<file path="src/hw/mqf_pkg.sv">
// ---------------------------------------------------------------------------
// Shared constants for the queue flag block.
// ---------------------------------------------------------------------------
package mqf_pkg;
  // Width of each queue select bus.
  localparam int MQF_SEL_W = 8;
  // Width of the device index code taken from the top select bits.
  localparam int MQF_IDX_W = 3;
  // Words a queue holds before it reads as full.
  localparam int MQF_DEPTH = 64;
  // Edges from a selection edge to the flag output showing the new queue.
  localparam int MQF_FLAG_LAT = 3;
  // Edges from a selection edge to the committed selection register.
  localparam int MQF_SEL_LAT = 2;
  // Flag level after reset: inactive, since both flags are active low.
  localparam logic MQF_FLAG_RST = 1'b1;
  // Output enable after reset: released, the line is not driven.
  localparam logic MQF_OE_N_RST = 1'b1;
endpackage : mqf_pkg

</file>
<file path="src/hw/mqf_status_if.sv">
`timescale 1ns/1ps
// ---------------------------------------------------------------------------
// Link between the flag controller and the per-queue status store.
// ---------------------------------------------------------------------------
interface mqf_status_if #(
  parameter int QA_W = 5,
  parameter int CNT_W = 7
) ();
  logic inc_en;
  logic [QA_W-1:0] inc_idx;
  logic dec_en;
  logic [QA_W-1:0] dec_idx;
  logic [QA_W-1:0] wr_addr;
  logic [QA_W-1:0] rd_addr;
  logic full_w;
  logic empty_r;

  modport mem (
    input inc_en, inc_idx, dec_en, dec_idx, wr_addr, rd_addr,
    output full_w, empty_r
  );
  modport ctl (
    output inc_en, inc_idx, dec_en, dec_idx, wr_addr, rd_addr,
    input full_w, empty_r
  );
endinterface : mqf_status_if

</file>
<file path="src/hw/mqf_status_mem.sv">
`timescale 1ns/1ps
// ---------------------------------------------------------------------------
// Occupancy store: one word count per local queue, registered status reads.
// ---------------------------------------------------------------------------
module mqf_status_mem
  import mqf_pkg::*;
#(
  parameter int NQ = 32,
  parameter int QA_W = 5,
  parameter int DEPTH = MQF_DEPTH,
  parameter int CNT_W = 7
) (
  input wire logic clk_i,   // System clock.
  input wire logic reset_i, // Synchronous reset, active high.
  mqf_status_if.mem st      // Count updates and status reads.
);
  localparam logic [CNT_W-1:0] CNT_MAX = CNT_W'(DEPTH);

  logic [CNT_W-1:0] count [NQ];
  logic [CNT_W-1:0] next_count [NQ];
  logic next_full_w;
  logic next_empty_r;
  logic full_w_q;
  logic empty_r_q;

  // Every queue keeps its own count, so status moves even when the queue
  // is not the one shown on a flag.
  for (genvar g = 0; g < NQ; g++)
  begin : g_cnt
    logic up;
    logic dn;
    always_comb
    begin
      up = st.inc_en && (st.inc_idx == QA_W'(g)) && (count[g] != CNT_MAX);
      dn = st.dec_en && (st.dec_idx == QA_W'(g)) && (count[g] != '0);
      next_count[g] = count[g];
      if (up && !dn)
        next_count[g] = count[g] + CNT_W'(1);
      else if (dn && !up)
        next_count[g] = count[g] - CNT_W'(1);
    end
  end

  // Read ports look up the addressed counts; a same-cycle update shows
  // one edge later, which the flag pipeline absorbs.
  always_comb
  begin
    next_full_w = (count[st.wr_addr] == CNT_MAX);
    next_empty_r = (count[st.rd_addr] == '0);
  end

  // Registers for counts and read data.
  always_ff @(posedge clk_i)
  begin
    if (reset_i)
    begin
      count <= '{default: '0};
      full_w_q <= 1'b0;
      empty_r_q <= 1'b1;
    end
    else
    begin
      count <= next_count;
      full_w_q <= next_full_w;
      empty_r_q <= next_empty_r;
    end
  end

  assign st.full_w = full_w_q;
  assign st.empty_r = empty_r_q;

  // ---------------------------------------------------------------------------
  // Checks
  // ---------------------------------------------------------------------------
  logic [CNT_W-1:0] inc_cur;
  logic [CNT_W-1:0] dec_cur;
  assign inc_cur = count[st.inc_idx];
  assign dec_cur = count[st.dec_idx];

  count_bound_a: assert property (
    @(posedge clk_i) disable iff (reset_i)
    (inc_cur <= CNT_MAX))
    else $error("queue count above depth");

  inc_step_a: assert property (
    @(posedge clk_i) disable iff (reset_i)
    (st.inc_en && !st.dec_en && inc_cur != CNT_MAX) |=>
    (count[$past(st.inc_idx)] == $past(inc_cur) + 1'b1))
    else $error("write did not raise queue count");

  dec_step_a: assert property (
    @(posedge clk_i) disable iff (reset_i)
    (st.dec_en && !st.inc_en && dec_cur != '0) |=>
    (count[$past(st.dec_idx)] == $past(dec_cur) - 1'b1))
    else $error("read did not lower queue count");
endmodule : mqf_status_mem

</file>
<file path="src/hw/mqf_flags.sv">
`timescale 1ns/1ps
// How it works
// Full status kept per queue; only the write-selected queue drives the full flag.
// Full flag shows a newly selected write queue on the third edge after selection.
// Writes to the new queue count from the fourth edge after selection.
// Full flag changes only on a rising clock edge.
// Reads lower the full status of queues not selected for writing.
// Full flag released when none of this device's queues is write-selected.
// Write switches inside this device keep the full flag driven and updated.
// Index code is one to three top select bits, at most 256 queues.
// Full flag driven only when top write select bits equal the index straps.
// Controller ties full flags together and writes one device at a time.
// Empty status per queue; empty flag updates on the read data load edge.
// Empty flag released when none of this device's queues is read-selected.
// Read switches inside this device keep the empty flag driven and updated.
// Empty flag driven only when top read select bits equal the index straps.
// Controller ties empty flags together and reads one device at a time.
// Read switch takes four cycles; empty flag updates in the third.
// Flags low for full or empty selected queue, high otherwise.
module mqf_flags
  import mqf_pkg::*;
#(
  parameter int SEL_W = MQF_SEL_W,
  parameter int IDX_W = MQF_IDX_W,
  parameter int DEPTH = MQF_DEPTH
) (
  input wire logic clk_i,                                // System clock.
  input wire logic reset_i,                              // Sync reset, high.
  input wire logic [SEL_W-1:0] write_queue_select_bus_i, // Write queue.
  input wire logic write_select_strobe_i,                // Take write select.
  input wire logic [SEL_W-1:0] read_queue_select_bus_i,  // Read queue.
  input wire logic read_select_strobe_i,                 // Take read select.
  input wire logic write_word_i,    // A word enters the write queue.
  input wire logic read_word_i,     // A word leaves the read queue.
  input wire logic device_index_strap0_i,                // Index bit 0.
  input wire logic device_index_strap1_i,                // Index bit 1.
  input wire logic device_index_strap2_i,                // Index bit 2.
  output logic queue_full_flag_n_o,     // Selected write queue full, low.
  output logic queue_full_flag_oe_n_o,  // Low while full flag is driven.
  output logic queue_empty_flag_n_o,    // Selected read queue empty, low.
  output logic queue_empty_flag_oe_n_o  // Low while empty flag is driven.
);
  // Local queue address width; the index code takes the top bits.
  localparam int QA_W = SEL_W - IDX_W;
  localparam int NQ = 2 ** QA_W;
  localparam int CNT_W = $clog2(DEPTH + 1);
  localparam int PIN_W = 2 * SEL_W + 7;

  // ---------------------------------------------------------------------------
  // Pin synchronisers
  // ---------------------------------------------------------------------------
  logic [PIN_W-1:0] pin_raw;
  logic [PIN_W-1:0] pin_s1;
  logic [PIN_W-1:0] pin_s2;
  logic [SEL_W-1:0] wbus_s;
  logic [SEL_W-1:0] rbus_s;
  logic wstb_s;
  logic rstb_s;
  logic wword_s;
  logic rword_s;
  logic [2:0] strap_s;

  assign pin_raw = {write_queue_select_bus_i, write_select_strobe_i,
                    read_queue_select_bus_i, read_select_strobe_i,
                    write_word_i, read_word_i, device_index_strap2_i,
                    device_index_strap1_i, device_index_strap0_i};
  assign {wbus_s, wstb_s, rbus_s, rstb_s, wword_s, rword_s, strap_s} = pin_s2;

  // Two flops on every pin; only the second stage feeds logic.
  // The straps pass the same flops as the buses. They are static, so the
  // lag only matters just after reset, while no selection is owned and
  // both flag lines are released anyway.
  always_ff @(posedge clk_i)
  begin
    if (reset_i)
    begin
      pin_s1 <= '0;
      pin_s2 <= '0;
    end
    else
    begin
      pin_s1 <= pin_raw;
      pin_s2 <= pin_s1;
    end
  end

  // ---------------------------------------------------------------------------
  // Queue selection and status store
  // ---------------------------------------------------------------------------
  mqf_status_if #(.QA_W(QA_W), .CNT_W(CNT_W)) st ();

  mqf_status_mem #(
    .NQ(NQ),
    .QA_W(QA_W),
    .DEPTH(DEPTH),
    .CNT_W(CNT_W)
  ) u_mem (
    .clk_i(clk_i),
    .reset_i(reset_i),
    .st(st.mem)
  );

  logic [SEL_W-1:0] wsel;
  logic [SEL_W-1:0] rsel;
  logic wsel_ok;
  logic rsel_ok;
  logic whit;
  logic rhit;
  logic [SEL_W-1:0] next_wsel;
  logic [SEL_W-1:0] next_rsel;
  logic next_wsel_ok;
  logic next_rsel_ok;
  logic next_whit;
  logic next_rhit;
  logic [IDX_W-1:0] code;

  // A strobed select replaces the held one; the store is addressed with
  // the incoming value so the lookup needs no extra cycle.
  always_comb
  begin
    code = strap_s[IDX_W-1:0];
    next_wsel = wstb_s ? wbus_s : wsel;
    next_rsel = rstb_s ? rbus_s : rsel;
    next_wsel_ok = wsel_ok | wstb_s;
    next_rsel_ok = rsel_ok | rstb_s;
    next_whit = next_wsel_ok && (next_wsel[SEL_W-1 -: IDX_W] == code);
    next_rhit = next_rsel_ok && (next_rsel[SEL_W-1 -: IDX_W] == code);
  end

  // Word events only count while this device owns the port.
  // A word sent to a full queue, or taken from an empty one, is dropped by
  // the store instead of wrapping the count; the controller should have
  // read the flag before it moved the word.
  assign st.wr_addr = next_wsel[QA_W-1:0];
  assign st.rd_addr = next_rsel[QA_W-1:0];
  assign st.inc_en = wword_s && whit;
  assign st.inc_idx = wsel[QA_W-1:0];
  assign st.dec_en = rword_s && rhit;
  assign st.dec_idx = rsel[QA_W-1:0];

  // Selection registers; nothing is owned until a first strobe arrives.
  always_ff @(posedge clk_i)
  begin
    if (reset_i)
    begin
      wsel <= '0;
      rsel <= '0;
      wsel_ok <= 1'b0;
      rsel_ok <= 1'b0;
      whit <= 1'b0;
      rhit <= 1'b0;
    end
    else
    begin
      wsel <= next_wsel;
      rsel <= next_rsel;
      wsel_ok <= next_wsel_ok;
      rsel_ok <= next_rsel_ok;
      whit <= next_whit;
      rhit <= next_rhit;
    end
  end

  // ---------------------------------------------------------------------------
  // Flag outputs
  // ---------------------------------------------------------------------------
  logic next_full_n;
  logic next_full_oe_n;
  logic next_empty_n;
  logic next_empty_oe_n;

  // Flag and its enable move together on one edge, so a shared line never
  // shows a stale queue from this device. The level drives the empty flag
  // in the same edge that the read data of the new queue would load.
  always_comb
  begin
    next_full_n = ~st.full_w;
    next_full_oe_n = ~whit;
    next_empty_n = ~st.empty_r;
    next_empty_oe_n = ~rhit;
  end

  // A word shows on its flag four edges after the edge that samples its
  // pin: the second pin flop, the count, the status read and the output
  // register each take one. A controller writing every edge must allow it.
  // Output registers; every transition lands on a rising edge.
  always_ff @(posedge clk_i)
  begin
    if (reset_i)
    begin
      queue_full_flag_n_o <= MQF_FLAG_RST;
      queue_full_flag_oe_n_o <= MQF_OE_N_RST;
      queue_empty_flag_n_o <= MQF_FLAG_RST;
      queue_empty_flag_oe_n_o <= MQF_OE_N_RST;
    end
    else
    begin
      queue_full_flag_n_o <= next_full_n;
      queue_full_flag_oe_n_o <= next_full_oe_n;
      queue_empty_flag_n_o <= next_empty_n;
      queue_empty_flag_oe_n_o <= next_empty_oe_n;
    end
  end

  // ---------------------------------------------------------------------------
  // Checks
  // ---------------------------------------------------------------------------
  logic whit_raw;
  logic rhit_raw;
  logic [2:0] strap_raw;
  assign strap_raw = {device_index_strap2_i, device_index_strap1_i,
                      device_index_strap0_i};
  assign whit_raw = write_queue_select_bus_i[SEL_W-1 -: IDX_W] ==
                    strap_raw[IDX_W-1:0];
  assign rhit_raw = read_queue_select_bus_i[SEL_W-1 -: IDX_W] ==
                    strap_raw[IDX_W-1:0];

  full_enable_a: assert property (
    @(posedge clk_i) disable iff (reset_i)
    write_select_strobe_i |->
    ##4 (queue_full_flag_oe_n_o == !$past(whit_raw, 4)))
    else $error("full flag enable does not match write index");

  empty_enable_a: assert property (
    @(posedge clk_i) disable iff (reset_i)
    read_select_strobe_i |->
    ##4 (queue_empty_flag_oe_n_o == !$past(rhit_raw, 4)))
    else $error("empty flag enable does not match read index");

  write_select_a: assert property (
    @(posedge clk_i) disable iff (reset_i)
    write_select_strobe_i |-> ##3 (wsel == $past(write_queue_select_bus_i, 3)))
    else $error("write selection not committed in time");

  read_select_a: assert property (
    @(posedge clk_i) disable iff (reset_i)
    read_select_strobe_i |-> ##3 (rsel == $past(read_queue_select_bus_i, 3)))
    else $error("read selection not committed in time");

  full_keep_a: assert property (
    @(posedge clk_i) disable iff (reset_i)
    (!queue_full_flag_oe_n_o && whit && write_select_strobe_i && whit_raw)
    |-> !queue_full_flag_oe_n_o [*4])
    else $error("full flag released on a switch inside the device");

  empty_keep_a: assert property (
    @(posedge clk_i) disable iff (reset_i)
    (!queue_empty_flag_oe_n_o && rhit && read_select_strobe_i && rhit_raw)
    |-> !queue_empty_flag_oe_n_o [*4])
    else $error("empty flag released on a switch inside the device");

  idle_release_a: assert property (
    @(posedge clk_i) disable iff (reset_i)
    (!wsel_ok && !write_select_strobe_i && !$past(write_select_strobe_i)
     && !$past(write_select_strobe_i, 2)) |-> queue_full_flag_oe_n_o)
    else $error("full flag driven with no queue selected");

  full_level_a: assert property (
    @(posedge clk_i) disable iff (reset_i)
    st.full_w |=> !queue_full_flag_n_o)
    else $error("full flag high for a full queue");

  // A queue with room lets the full flag rise one edge later.
  full_high_a: assert property (
    @(posedge clk_i) disable iff (reset_i)
    !st.full_w |=> queue_full_flag_n_o)
    else $error("full flag low for a queue with room");

  // An empty queue pulls the empty flag low one edge later.
  empty_level_a: assert property (
    @(posedge clk_i) disable iff (reset_i)
    st.empty_r |=> !queue_empty_flag_n_o)
    else $error("empty flag high for an empty queue");

  // A queue holding words lets the empty flag rise one edge later.
  empty_high_a: assert property (
    @(posedge clk_i) disable iff (reset_i)
    !st.empty_r |=> queue_empty_flag_n_o)
    else $error("empty flag low for a queue holding words");

  // With no read selection yet, the empty line stays released.
  read_idle_a: assert property (
    @(posedge clk_i) disable iff (reset_i)
    (!rsel_ok && !read_select_strobe_i && !$past(read_select_strobe_i)
     && !$past(read_select_strobe_i, 2)) |-> queue_empty_flag_oe_n_o)
    else $error("empty flag driven with no queue selected");

  // Ownership of the full line needs a taken write selection first.
  full_free_a: assert property (
    @(posedge clk_i) disable iff (reset_i)
    !wsel_ok |=> queue_full_flag_oe_n_o)
    else $error("full flag driven before any write selection");

  // Ownership of the empty line needs a taken read selection first.
  empty_free_a: assert property (
    @(posedge clk_i) disable iff (reset_i)
    !rsel_ok |=> queue_empty_flag_oe_n_o)
    else $error("empty flag driven before any read selection");

  // A write strobe is taken once it has crossed the pin flops.
  write_owned_a: assert property (
    @(posedge clk_i) disable iff (reset_i)
    write_select_strobe_i |-> ##3 wsel_ok)
    else $error("write selection not taken");

  // A read strobe is taken once it has crossed the pin flops.
  read_owned_a: assert property (
    @(posedge clk_i) disable iff (reset_i)
    read_select_strobe_i |-> ##3 rsel_ok)
    else $error("read selection not taken");
endmodule : mqf_flags

</file>
<file path="config.mk">
export PLATFORM = sky130hd
export DESIGN_NAME = mqf_flags
export DESIGN_NICKNAME = d
export VERILOG_FILES = /design/src/hw/mqf_pkg.sv /design/src/hw/mqf_status_if.sv /design/src/hw/mqf_status_mem.sv /design/src/hw/mqf_flags.sv
export SDC_FILE = /design/constraint.sdc
export NUM_CORES = 1
export LEC_CHECK = 0
export BUFFER_PORTS_ARGS = -buffer_cell sky130_fd_sc_hd__buf_2
export CAP_MARGIN = 20
export CORE_MARGIN = 8
export CORE_UTILIZATION = 55
export DETAILED_ROUTE_END_ITERATION = 10
export MAX_ROUTING_LAYER = met4
export PLACE_DENSITY = 0.74
export SLEW_MARGIN = 20
export SYNTH_ARGS = -nofsm -noshare
export SYNTH_HDL_FRONTEND = slang
export SYNTH_SLANG_ARGS = --single-unit
</file>
<file path="constraint.sdc">
create_clock -name clk_i -period 3.4 [get_ports clk_i]
set_clock_uncertainty 0.1 [all_clocks]
set_input_delay 0.34 -clock clk_i [delete_from_list [all_inputs] [get_ports clk_i]]
set_output_delay 0.34 -clock clk_i [all_outputs]
set_load 0.01 [all_outputs]
</file>
==> results by group <==
GRT
  • First-pass GRT wire length: 83400 µm
  • Vias in the first global route: 17300
  • Initial antenna violation count: 0
  • GR Overflow Total: 0
  • Largest net degree at the start of global routing: 179
  • Global-route usage over all layers: 24.3%

Critical path
  • FF-to-FF Start: pin_s2[4]$_SDFF_PP0_
  • WP data arrival: 3.67 ns
  • Worst path cell trace: and3_1 > nand3_1 > a311oi_1 > ha_1 > inv_1 > ha_1 > nor2b_1 > o21ai_1 > a21boi_0 > or3_1 > nand3_1 > mux2_2
  • CP max-delay cell: dfxtp_1
  • CP endpoint kind: flop
  • Kind of critical path: reg -> reg
  • Startpoint Class: flop
  • CP Max Fanout: 4
  • CP peak stage delay: 0.37 ns
  • Worst setup startpoint: pin_s2[4]$_SDFF_PP0_
  • Req. time, crit path: 3.74 ns

Yosys
  • Post-synth net total: 2556
  • Avg Inst Size Synth: 8.60 µm²
  • Netlist cell types: 59
  • Synth Warn #: 0
  • Synth Flop Type: dfxtp_1
  • Async SR Flop Fraction: 0%
  • Post-Synthesis Cells: 2280
  • Area leader, netlist: dfxtp_1
  • Top cell type's share of synthesized area: 30.2%
  • Top-count cell post-synth: nor2_1
  • Register area share after synthesis: 30.2%
  • Flops & latches, synth: 296
  • EDFF count, synth: 0
  • Top cells by count, synth: 316 x nor2_1, 296 x dfxtp_1, 219 x ha_1, 191 x a21oi_1, 144 x a21o_1
  • Synthesized cell area: 19600 µm²
  • Synth area leaders: dfxtp_1 30%, ha_1 14%, nor2_1 6.0%

Clock tree
  • CTS tree: done
  • Clock Latency Late Sink: 0.55 ns
  • Max clock buf depth: 3
  • Clock transition at the registers of the reported paths: 0.06 ns
  • Htree depth: 2
  • CTS buffer count: 36
  • Root Driver: clkbuf_16
  • # clock sinks: 296

Placement
  • Gpl congestion: 0.950
  • Post-place setup slack: -0.00203 ns
  • Final HPWL from detailed placement: 35300 µm
  • Port bufs: 28

Power
  • Switching power: 1.74 mW
  • Part of the power in registers: 45.3%
  • Leak: 10.0 nW
  • Share of power burned in the clock network: 51.8%
  • Power per cell area: 338 nW/µm²
  • Switch share: 22.5%
  • Combinational group share of total power: 2.9%
  • Pint: 6.02 mW
  • Peak supply drop: 0.314 mV

Min path
  • Hold Crit Start: reset_i
  • Hold crit path type: in -> reg

Final layout
  • Final #Nets: 2716
  • Area of the multi-input gates: 13400 µm²
  • # diodes: 0
  • FILL cells: 2789
  • Area Overhead vs Synth: 17.2%
  • FF/Latch Area: 5930 µm²
  • Share of layout cells above drive strength 1: 13.9%

STA
  • Slew at the pin with the worst max-slew slack: 0.945 ns
  • Max Fclk: 0.300 GHz
  • RSZ-0062 raised after global routing: yes
  • Max_slew headroom: 37.0%
  • Final Hold Viols: 0
  • Ratio of final minimum period to clock period: 97.9%
  • Max Slew Vio Count: 0
  • Setup TNS: 0 ns
  • Fin crit period: 3.33 ns
  • Final worst setup slack: 0.0714 ns
  • Setup violators final: 0

Routing
  • DRC Markers: 0
  • Vias/cell: 5.96
  • Antenna viol nets, final: 0
  • Met3 Wirelength: 2740 µm
  • Vias post-DR: 17500
  • Total iterations of the first detailed-routing run: 6
  • Highest routing layer actually used: met4
  • Post-Route WL: 49900 µm
  • DR iter-0 viols: 1128
  • M1 WL: 21200 µm
  • WL per Instance: 17.1 µm
  • Met2 Wirelength: 24000 µm

Floorplanning
  • Area of the die: 42000 µm²
  • Initial core utilization: 55.5%
  • Die span in x: 205 µm
  • Die Height: 205 µm
  • Core footprint: 35300 µm²
  • # rows: 69
  • I/O pin cnt: 29

Outcome
  • Status: complete, no violations

Run
  • MaxCap Viol Count: 0
==> final timing paths <==
| check | cells past startpoint | slack [ns] | end |
|---|---|---|---|
| worst max-delay path | 12 | 0.07 | u_mem.count[27]$_SDFFE_PP0P_ |
| worst min-delay path | 2 | 0.06 | rsel[2]$_SDFF_PP0_ |
| worst max register to register | 12 | 0.07 | u_mem.count[27]$_SDFFE_PP0P_ |
| worst min register to register | 1 | 0.32 | queue_full_flag_n_o$_SDFF_PP1_ |
==> per-stage QoR <==
stage | power [mW] | cell area [µm²] | cells | hold WS, ns | util, %
CTS | 7.83 | 22700 | 2926 | 0.0352 | 64.3
finish | 7.76 | 23000 | 2928 | 0.0599 | 65.1
detailed placement | 3.79 | 21200 | 2838 | 0.301 | 60.1
global route | 7.99 | 23000 | 2928 | 0.0659 | 65.1
floorplan | 3.72 | 19600 | 2280 | 0.243 | -
global placement | 3.79 | 21200 | 2838 | 0.303 | 60.1
==> registers in the layout (all words and copies together), names as in the netlist, 8 cells and up <==
name / flops
u_mem.count: 224
pin_s1: 23
pin_s2: 23
rsel: 8
wsel: 8
==> per-layer routing <==
layer  up-vias  global-route usage (%)
li1       8561                       -
met1      8266                    28.3
met2       482                    41.2
met3       146                    4.29
met4         0                    9.51
met5         -                       -
==> power groups by stage <==
stage	sequential (mW)	combinational (mW)	clock, mW
after floorplan	3.59	0.129	0
after global placement	3.59	0.197	0
after detailed placement	3.59	0.199	0
after CTS	3.52	0.221	4.09
after global routing	3.52	0.242	4.23
final	3.52	0.226	4.02
==> critical path: cells and delay by family (launching register included) <==
kind                     cells  cell delay [ns]
AO/OA/AOI/OAI                3             0.68
adder cells (fa/ha/maj)      2             0.52
buffers and inverters        1             0.08
flip-flops                   1             0.37
multiplexers                 1             0.33
AND/OR/NAND/NOR              5             1.13
==> repair_timing <==
action,in CTS,in global routing
gates resized for setup,2,81
gates cloned,0,0
hold buffers,23,0
endpoints found under the hold margin,23,0
pin swaps,0,10
endpoints found under the setup margin,3,37
setup buffers,0,2
==> area by class of cell <==
cell class	count	share of cell area [%]
clock buffer	51	4.65
inverter	58	0.969
multi-input combinational	1838	58.4
tap	461	2.51
sequential	296	25.8
clock inverter	14	0.740
timing repair buffer	210	6.96
==> cells by family (layout without fill, tap and decap cells) <==
| group | Yosys count | count (layout) | synth area share, % |
|---|---|---|---|
| flip-flops | 296 | 296 | 30.2 |
| buffers and inverters | 146 | 333 | 2.87 |
| AO/OA/AOI/OAI | 512 | 512 | 17.3 |
| adder cells (fa/ha/maj) | 251 | 251 | 17.2 |
| multiplexers | 60 | 60 | 3.29 |
| AND/OR/NAND/NOR | 857 | 857 | 22.0 |
| XOR/XNOR | 158 | 158 | 7.06 |
==> cells in the final DEF, fill, tap and decap left out, drive strengths merged, types with 8 or more instances in the layout <==
cell type,Yosys,layout
o21ai,13,13
nor4,54,54
o211ai,67,67
mux2,10,10
dfxtp,296,296
a21o,144,144
nand3,59,59
nand3b,17,17
dlygate4sd3,0,23
inv,58,59
ha,219,219
o2111ai,10,10
or3,40,40
a211oi,8,8
nor3,20,20
nand4,21,21
buf,15,187
xnor2,88,88
nand2b,22,22
xor2,70,70
mux2i,48,48
a21oi,191,191
a311oi,16,16
nor2b,66,66
fa,32,32
nor3b,10,10
a31oi,12,12
a211o,28,28
clkbuf,73,51
nand4b,23,23
nor2,316,316
or4,52,52
nand2,141,141
Power figures use the tool's default switching activity.
